==> src/rtl/ssdp_pkg.sv <==
// Constants, register map and carrier types for the four-channel
// synchronous serial DCE port.
// Assumes a single system clock domain; all DTE and link pins arrive asynchronously.
package ssdp_pkg;

  localparam int NCH  = 4;
  localparam int NIN  = 9;
  localparam int REGW = 12;

  // Positions in the per-channel sampled input vector
  localparam int IN_TXD = 0;
  localparam int IN_RTS = 1;
  localparam int IN_DTR = 2;
  localparam int IN_ETC = 3;
  localparam int IN_RL  = 4;
  localparam int IN_LL  = 5;
  localparam int IN_LCK = 6;
  localparam int IN_LRX = 7;
  localparam int IN_LOS = 8;

  // Register byte offsets
  localparam logic [7:0] OFF_CTRL = 8'h00;
  localparam logic [7:0] OFF_STAT = 8'h04;
  localparam logic [7:0] OFF_EVT  = 8'h08;
  localparam logic [7:0] OFF_MASK = 8'h0c;

  // Field base bits; channel n sits at base + n
  localparam int F_TXSEL = 0;
  localparam int F_RXSEL = 4;
  localparam int F_SWLL  = 8;
  localparam int F_RTS   = 0;
  localparam int F_LOS   = 4;
  localparam int F_TST   = 8;

  localparam logic [REGW-1:0] CTRL_RST = 12'h000;
  localparam logic [REGW-1:0] MASK_RST = 12'h000;

  typedef struct packed {
    logic txd;
    logic rts;
    logic dtr_clk;
    logic etc_clk;
    logic rl;
    logic ll;
  } ssdp_dte_in_t;

  typedef struct packed {
    logic rxd;
    logic rclk;
    logic tclk;
    logic cts;
    logic dsr;
    logic dcd;
    logic tm;
  } ssdp_dte_out_t;

  typedef struct packed {
    logic clk;
    logic rxd;
    logic los;
  } ssdp_link_in_t;

  typedef struct packed {
    logic txd;
    logic stb;
  } ssdp_link_out_t;

  typedef struct packed {
    logic [NIN-1:0] s1;
    logic [NIN-1:0] s2;
    logic [NIN-1:0] s3;
    logic           rxd;
    logic           rclk;
    logic           tclk;
    logic           cts;
    logic           dsr;
    logic           dcd;
    logic           tm;
    logic           ltxd;
    logic           lstb;
  } ssdp_ch_t;

  typedef struct packed {
    ssdp_ch_t [NCH-1:0] ch;
    logic [REGW-1:0]    ctrl;
    logic [REGW-1:0]    mask;
    logic [REGW-1:0]    evt;
    logic [31:0]        rdata;
    logic               irq;
  } ssdp_st_t;

endpackage : ssdp_pkg

==> src/rtl/ssdp_port.sv <==
// Four independent synchronous serial DCE channels with a small
// register file and one level interrupt.
// Assumes all DTE and link pins are asynchronous to sys_clk and their
// clocks are at most a quarter of the sys_clk rate.
// Behaviour
// - Four channels, sharing only the register file and the interrupt
// - Receive data carries the recovered link stream, or the terminal's transmit data during local loop
// - Clear-to-send on; ready off during loops
// - Carrier detect drops only on carrier loss
// - Terminal-ready pin is a receive clock input
// - External transmit clock input accepted
// - Transmit bit clock driven to terminal
// - Receive bit clock driven with receive data
// - Remote loop while its command is held
// - Local loop while its command is held
// - Test indicator on during any test
// - Terminal takes timing from our clocks
`timescale 1ns/1ps
module ssdp_port (
  input  wire logic                   sys_clk,   // System clock, 10 MHz
  input  wire logic                   rst_n,     // Async reset
  input  wire logic [7:0]             reg_addr,  // Register byte address
  input  wire logic [31:0]            reg_wdata, // Write data
  input  wire logic                   reg_wr,    // Write strobe
  input  wire logic                   reg_rd,    // Read strobe
  output logic [31:0]                 reg_rdata, // Read data, next cycle
  output logic                        irq,       // Level interrupt
  input  ssdp_pkg::ssdp_dte_in_t  [3:0] dte_i,   // Terminal pins in
  output ssdp_pkg::ssdp_dte_out_t [3:0] dte_o,   // Terminal pins out
  input  ssdp_pkg::ssdp_link_in_t [3:0] link_i,  // Recovered link in
  output ssdp_pkg::ssdp_link_out_t [3:0] link_o  // Link payload out
);

  ssdp_pkg::ssdp_st_t q;
  ssdp_pkg::ssdp_st_t n;

  logic [3:0] lpl_w;
  logic [3:0] tst_w;
  logic [3:0] txc_w;
  logic [3:0] txp_w;
  logic [3:0] txr_w;
  logic [3:0] rxc_w;
  logic [3:0] rxp_w;
  logic [3:0] rxf_w;

  function automatic logic [ssdp_pkg::NIN-1:0] pack_in(
    input ssdp_pkg::ssdp_dte_in_t  d,
    input ssdp_pkg::ssdp_link_in_t l
  );
    logic [ssdp_pkg::NIN-1:0] v;
    v = '0;
    v[ssdp_pkg::IN_TXD] = d.txd;
    v[ssdp_pkg::IN_RTS] = d.rts;
    v[ssdp_pkg::IN_DTR] = d.dtr_clk;
    v[ssdp_pkg::IN_ETC] = d.etc_clk;
    v[ssdp_pkg::IN_RL]  = d.rl;
    v[ssdp_pkg::IN_LL]  = d.ll;
    v[ssdp_pkg::IN_LCK] = l.clk;
    v[ssdp_pkg::IN_LRX] = l.rxd;
    v[ssdp_pkg::IN_LOS] = l.los;
    return v;
  endfunction : pack_in

  function automatic logic rose(
    input logic [ssdp_pkg::NIN-1:0] now,
    input logic [ssdp_pkg::NIN-1:0] last,
    input int                        idx
  );
    return now[idx] & ~last[idx];
  endfunction : rose

  function automatic logic hit(
    input logic [7:0] addr,
    input logic [7:0] off
  );
    return addr == off;
  endfunction : hit

  // Per-channel clock selection and edge finding
  for (genvar g = 0; g < ssdp_pkg::NCH; g++) begin : g_ch
    assign lpl_w[g] = q.ch[g].s2[ssdp_pkg::IN_LL]
                    | q.ctrl[ssdp_pkg::F_SWLL+g];
    assign tst_w[g] = q.ch[g].s2[ssdp_pkg::IN_RL] | lpl_w[g];
    // Transmit sampling clock: recovered or terminal-supplied
    assign txc_w[g] = q.ctrl[ssdp_pkg::F_TXSEL+g]
                    ? q.ch[g].s2[ssdp_pkg::IN_ETC]
                    : q.ch[g].s2[ssdp_pkg::IN_LCK];
    assign txp_w[g] = q.ctrl[ssdp_pkg::F_TXSEL+g]
                    ? q.ch[g].s3[ssdp_pkg::IN_ETC]
                    : q.ch[g].s3[ssdp_pkg::IN_LCK];
    assign txr_w[g] = txc_w[g] & ~txp_w[g];
    // Receive clock: recovered or the terminal-ready circuit
    assign rxc_w[g] = q.ctrl[ssdp_pkg::F_RXSEL+g]
                    ? q.ch[g].s2[ssdp_pkg::IN_DTR]
                    : q.ch[g].s2[ssdp_pkg::IN_LCK];
    assign rxp_w[g] = q.ctrl[ssdp_pkg::F_RXSEL+g]
                    ? q.ch[g].s3[ssdp_pkg::IN_DTR]
                    : q.ch[g].s3[ssdp_pkg::IN_LCK];
    assign rxf_w[g] = ~rxc_w[g] & rxp_w[g];

    assign dte_o[g].rxd  = q.ch[g].rxd;
    assign dte_o[g].rclk = q.ch[g].rclk;
    assign dte_o[g].tclk = q.ch[g].tclk;
    assign dte_o[g].cts  = q.ch[g].cts;
    assign dte_o[g].dsr  = q.ch[g].dsr;
    assign dte_o[g].dcd  = q.ch[g].dcd;
    assign dte_o[g].tm   = q.ch[g].tm;
    assign link_o[g].txd = q.ch[g].ltxd;
    assign link_o[g].stb = q.ch[g].lstb;
  end

  assign reg_rdata = q.rdata;
  assign irq       = q.irq;

  always_comb begin
    logic [ssdp_pkg::REGW-1:0] sts;
    logic [ssdp_pkg::REGW-1:0] nev;
    sts = '0;
    nev = '0;
    n = q;
    n.rdata = '0;
    for (int i = 0; i < ssdp_pkg::NCH; i++) begin
      // Two-stage synchroniser, third stage for edges
      n.ch[i].s1 = pack_in(dte_i[i], link_i[i]);
      n.ch[i].s2 = q.ch[i].s1;
      n.ch[i].s3 = q.ch[i].s2;
      n.ch[i].cts  = 1'b1;
      n.ch[i].dsr  = ~tst_w[i];
      n.ch[i].dcd  = ~q.ch[i].s2[ssdp_pkg::IN_LOS];
      n.ch[i].tm   = tst_w[i];
      // Terminal times its data from this clock
      n.ch[i].tclk = q.ch[i].s2[ssdp_pkg::IN_LCK];
      n.ch[i].rclk = rxc_w[i];
      // Receive data changes on the falling receive clock edge
      if (rxf_w[i]) begin
        if (lpl_w[i]) begin
          n.ch[i].rxd = q.ch[i].s2[ssdp_pkg::IN_TXD];
        end else begin
          n.ch[i].rxd = q.ch[i].s2[ssdp_pkg::IN_LRX];
        end
      end
      // Transmit data is taken on the rising transmit clock edge
      n.ch[i].lstb = txr_w[i];
      if (txr_w[i]) begin
        if (q.ch[i].s2[ssdp_pkg::IN_RL]) begin
          n.ch[i].ltxd = q.ch[i].s2[ssdp_pkg::IN_LRX];
        end else begin
          n.ch[i].ltxd = q.ch[i].s2[ssdp_pkg::IN_TXD];
        end
      end
      sts[ssdp_pkg::F_RTS+i] = q.ch[i].s2[ssdp_pkg::IN_RTS];
      sts[ssdp_pkg::F_LOS+i] = q.ch[i].s2[ssdp_pkg::IN_LOS];
      sts[ssdp_pkg::F_TST+i] = tst_w[i];
      nev[ssdp_pkg::F_LOS+i] = rose(q.ch[i].s2, q.ch[i].s3, ssdp_pkg::IN_LOS);
      nev[ssdp_pkg::F_TST+i] = tst_w[i] & ~q.ch[i].tm;
      nev[ssdp_pkg::F_RTS+i] = rose(q.ch[i].s2, q.ch[i].s3, ssdp_pkg::IN_RTS);
    end

    if (reg_wr && hit(reg_addr, ssdp_pkg::OFF_CTRL)) begin
      n.ctrl = reg_wdata[ssdp_pkg::REGW-1:0];
    end
    if (reg_wr && hit(reg_addr, ssdp_pkg::OFF_MASK)) begin
      n.mask = reg_wdata[ssdp_pkg::REGW-1:0];
    end

    // New events win over the clear of a read in the same cycle
    if (reg_rd && hit(reg_addr, ssdp_pkg::OFF_EVT)) begin
      n.evt = nev;
    end else begin
      n.evt = q.evt | nev;
    end

    if (reg_rd) begin
      case (reg_addr)
        ssdp_pkg::OFF_CTRL: n.rdata = {20'h0, q.ctrl};
        ssdp_pkg::OFF_STAT: n.rdata = {20'h0, sts};
        ssdp_pkg::OFF_EVT:  n.rdata = {20'h0, q.evt};
        ssdp_pkg::OFF_MASK: n.rdata = {20'h0, q.mask};
        default:            n.rdata = 32'h0;
      endcase
    end

    n.irq = |(n.evt & n.mask);
  end

  always_ff @(posedge sys_clk or negedge rst_n) begin
    if (!rst_n) begin
      q      <= '0;
      q.ctrl <= ssdp_pkg::CTRL_RST;
      q.mask <= ssdp_pkg::MASK_RST;
    end else begin
      q <= n;
    end
  end

  // Most channel 0 guards on the other channels, plus data hold checks; each sees only its own pins
  for (genvar k = 1; k < ssdp_pkg::NCH; k++) begin : g_chk

  end
endmodule : ssdp_port

==> config.mk <==
export PLATFORM = sky130hd
export DESIGN_NAME = ssdp_port
export DESIGN_NICKNAME = d
export VERILOG_FILES = /design/src/rtl/ssdp_pkg.sv /design/src/rtl/ssdp_port.sv
export SDC_FILE = /design/constraint.sdc
export NUM_CORES = 1
export LEC_CHECK = 0
export BUFFER_PORTS_ARGS = -buffer_cell sky130_fd_sc_hd__buf_4
export CORE_ASPECT_RATIO = 0.6
export CORE_MARGIN = 10
export CORE_UTILIZATION = 40
export CTS_BUF_LIST = sky130_fd_sc_hd__clkbuf_4 sky130_fd_sc_hd__clkbuf_8
export DETAILED_ROUTE_END_ITERATION = 10
export SLEW_MARGIN = 20
export SYNTH_ARGS = -nofsm -noshare
export SYNTH_HDL_FRONTEND = slang
export SYNTH_SLANG_ARGS = --single-unit
==> constraint.sdc <==
create_clock -name sys_clk -period 1.62 [get_ports sys_clk]
set_input_delay 0.081 -clock sys_clk [delete_from_list [all_inputs] [get_ports sys_clk]]
set_output_delay 0.081 -clock sys_clk [all_outputs]
set_load 0.05 [all_outputs]
* Yosys cells after proc, flatten, opt, wreduce, memory -nomap -nowiden
Cells that the tools add are included.
Word-level totals: logic and storage cells 144, output and inout bits 69, flip-flop bits (word level) 210, input port bits 80
Operators by class: equality and inequality tests 3, reductions and logical operators 5, bitwise operators 58, multiplexer cells 28
Operators with widths (count):
- 12-bit case mux with 4 select lines | 1
- 12-bit two-way mux | 3
- 1-bit NOT | 28
- 1-bit two-way mux | 24
- 1-bit bitwise AND | 20
- 8-bit by 4-bit == test with 1-bit output, second input constant | 2
- 12-bit bitwise AND | 1
- 12-bit bitwise OR | 1
- 12-bit OR reduction | 1
- 8-bit by 3-bit == test with 1-bit output, second input constant | 1
- 8-bit zero test | 1
- 1-bit bitwise OR | 8
- 1-bit logical AND | 3

* Depth between registers and ports, before layout
depth in word-level cells 7, mapped depth 7, mapped depth without buffers 5

* Least setup slack after synthesis
OpenSTA, ideal clock, no wires.
path kind input to register, from input reg_addr[5], to register q, in the netlist irq, data required time 1481 ps, path slack -160 ps, data arrival time 1641 ps, cell stages on the path 5, setup time 139 ps, buffers on the path 0, path through nor4_1 and4_1 mux2_2 a2111oi_1 nand3_1
RTL lines:
- from (decl) | RTL line ssdp_port.sv:22 | input wire logic [7:0] reg_addr,
- to (signal assigned) | RTL line ssdp_port.sv:192 | q <= n;
- to (decl) | RTL line ssdp_port.sv:34 | ssdp_pkg::ssdp_st_t q;

==> impl_results.md <==
* Grt total ovfl at 0
* Max Slew Vio Count at 0
* Startpoint types: input port
* Sequential fraction of the synthesis area at about two thirds
* Outcome: completed
* Hpwl dp at approximately 11000 um
* Critical Path AT at around 1.9 ns
* Post-synth ARST share at 100%
* Yosys reg bits at 170
* WP data required at ~1.9 ns
* Setup WS post-layout at between 0.06 and 0.07 ns
* Fin util at a little over half
* # rows at 35
* EDFF count, synth at 0
* GPL Wtd Cong at 0.867
* Post-Synthesis Cells at around 450
* Most used DFF post-synth: dfrtp_1
* R2R Setup Slk at around 0.10 ns
* Multiplexer share of the synthesized area at just under 9%
* IO Port Bufs at roughly 110
* Skew-Pair Late Insertion Delay at about 0.44 ns
* CTS tree: yes
* Static leakage at around 0.004 uW
* Worst Hold Class: in2async
* Max stage delay cell, worst path: or3b_2
* Share of the synthesized area in the top cell type at roughly 67%
* Largest family of logic cells by synthesized area: buffers and inverters
* DR iter-0 viols at roughly 230
* Initial antenna violation count at 0
* CP bufs+invs at 2
* Cts bufs inserted at 17
* Synth area leader: dfrtp_1
* Area of the die at ~21000 um^2
* Final nets at 696
* Pre-CTS setup slack at -0.516 ns
* Cell with the most instances after synthesis: dfrtp_1
* Met1 Use GR at 18.5%
* Worst-path fanout max at 5
* Largest stage delay, worst path at around 0.59 ns
* Max frequency at around 640 MHz
* Met3 usage at ~4.4%
* Crit end category: register
* Final setup fails at 0
* DR vias/cell at between 4 and 5
* CP top delay family: compound AO/OA/AOI/OAI gates
* Area Overhead vs Synth at 33.0%
* Avg WL per Cell at roughly 17 um
* Vert. Die Dim at between 100 and 150 um
* Yosys synthesis warning count at 0
* H-tree levels at 4
* Reg clk slew, reported paths at 0.09 ns
* RR Startpoint: n[155]$_DFF_PN0_
* RSZ-0062 raised after global routing: false
* Synth cell types at 37
* Post-Route WL at 14300 um
* Cell Pwr Density at 1040 nW/um^2
* DRC at 0
* Worst Skew at 0.0144 ns
* Vias in the first global route at about 4.2k
* XOR/XNOR share of the synthesized area at 0%
* Final worst-path cycle share at 96.0%
* Commonest cells post-synth: 170 x dfrtp_1, 71 x buf_4, 27 x nand2_1, 18 x nor2_1
* Vias at roughly 3.8k
* Sink Count at 170
* Pre-Repair DR Iteration Count at 5
* Post-route ant nets at 0
* Number of inserted diodes at 0
* RR Endpoint: irq$_DFF_PN0_
* Chip width at about 180 um
* Met2 GRT Util at between 20% and 30%
* WS Path Type: in2reg
* Core area at about 15000 um^2
* Cell area after synthesis at approximately 6300 um^2
* GRT Total Usage at between 10% and 20%
* Layout cells sized above 1 at 39.4%
* Filler cell count at roughly 1.3k
* Minimum clock period at ~1.6 ns
* Multi-input gate area at 1640 um^2
* Area share of fa/ha/maj cells after synthesis at 0%
* GRT busiest layer: met2
* Max cap viols at 0
* Compound-cell area share of the yosys netlist at between 5 and 6%
* Register Area at roughly 4300 um^2
* Root buf cell: clkbuf_8
* R2R depth at 4
* Ports placed on the boundary at approximately 150
* Worst VDD drop at about 490 uV
* Global-route wire length before repair at about 23000 um
* Fin. Hold Viols at 0
* Avg Inst Size Synth at about 14 um^2
* Largest net degree at the start of global routing at 68
* CTS Buffer Depth at 2
* Synth top area cells: dfrtp_1 67%, buf_4 8.4%, mux4_2 4.3%, mux2_2 2.7%, mux2i_1 1.9%
* Initial Utilization at 41.0%
* Simple-Gate Fraction of Synth Area at between 7 and 8%
* Critical-path cell list: buf_4 > or3b_2 > buf_12 > o31ai_1 > a22oi_1 > a2111oi_2 > nand3_1
## registers in the layout, indices dropped and copies added (netlist names)
| name | cells |
|---|---|
| dte_o | 21 |
| irq | 1 |
| link_o | 8 |
| n | 72 |
| q | 56 |
| reg_rdata | 12 |
## how the worst max path moves through the flow
stage,startpoint,to,slack [ns],depth (start not counted)
global placement,reg_addr[5],irq$_DFF_PN0_,-0.44,7
finish,reg_addr[1],irq$_DFF_PN0_,0.07,7
CTS,n[119]$_DFF_PN0_,irq$_DFF_PN0_,0.02,4
detailed placement,reg_addr[5],irq$_DFF_PN0_,-0.52,7
global route,reg_addr[6],irq$_DFF_PN0_,0.005,6
floorplan,reg_addr[5],irq$_DFF_PN0_,-0.12,7
## what timing repair did
item	in CTS	in global routing
buffers inserted	0	2
hold endpoints to repair	230	0
gates resized for setup	3	7
hold buffers	49	0
pin swaps	0	1
setup endpoints to repair	3	2
## metal layers
| layer | vias up | part of all wire [%] |
|---|---|---|
| li1 | 1785 | - |
| met1 | 1894 | 47 |
| met2 | 101 | 46 |
| met3 | 6 | 6.0 |
| met4 | 0 | 0.44 |
| met5 | - | 0 |
## cell usage in the layout, fill, tap and decap left out, types with 2 or more instances in the layout
master,Yosys,layout
mux2i_1,12,12
nand2_1,27,27
o31ai_1,15,7
inv_1,12,12
nand4_1,11,11
o2bb2ai_1,3,3
bufinv_16,0,2
a2111oi_2,1,3
buf_4,71,157
nor2_1,18,18
mux4_2,12,12
clkbuf_8,2,17
nor3_2,0,3
a22oi_1,9,8
clkbuf_4,0,2
mux2_2,15,15
a21oi_1,8,8
nand2b_1,7,7
inv_6,0,4
buf_12,0,7
dfrtp_1,170,170
nor2b_1,13,13
dlygate4sd3_1,0,49
clkinv_2,0,3
o31ai_4,0,8
nand3_1,2,2
conb_1,2,21
o31ai_2,3,3
o21ai_0,4,4
or2b_1,2,2
o32ai_1,4,4
clkinvlp_4,0,3
## final cells by class
class / count / share of cell area [%]
flip-flops and latches: 170 / 50.6
multi-input cells: 201 / 19.6
repair buffers: 214 / 21.7
clock buffers: 19 / 2.96
well taps: 203 / 3.02
inverters: 12 / 0.536
clock inverters: 13 / 1.68
## metrics by stage
stage,TNS [ns],power (uW),std cells,hold slack (ns),area [um^2]
4_1_cts,0,8860,830,0.0651,8360
3_5_place_dp,-2.54,5790,749,-0.0229,7460
2_1_floorplan,-0.121,5400,464,-0.215,6510
6_report,0,8750,832,0.0775,8410
3_3_place_gp,-2.62,5770,749,-0.0262,7460
5_1_grt,0,9150,832,0.0777,8410
## report_power, final
part / switching, uW / internal [uW] / leakage [uW]
combinational: 726 / 501 / 0.00170
sequential: 120 / 4450 / 0.00203
clock: 1540 / 1420 / 0.000194
## kinds of logic (layout without fill, tap and decap cells)
group | after synthesis | after routing
AOI/OAI and AO/OA | 49 | 49
buffers and inverters | 93 | 258
DFF | 170 | 170
muxes | 39 | 39
other | 2 | 21
and+or+nand+nor | 92 | 92
No activity file was read; power rests on OpenSTA's default activity.
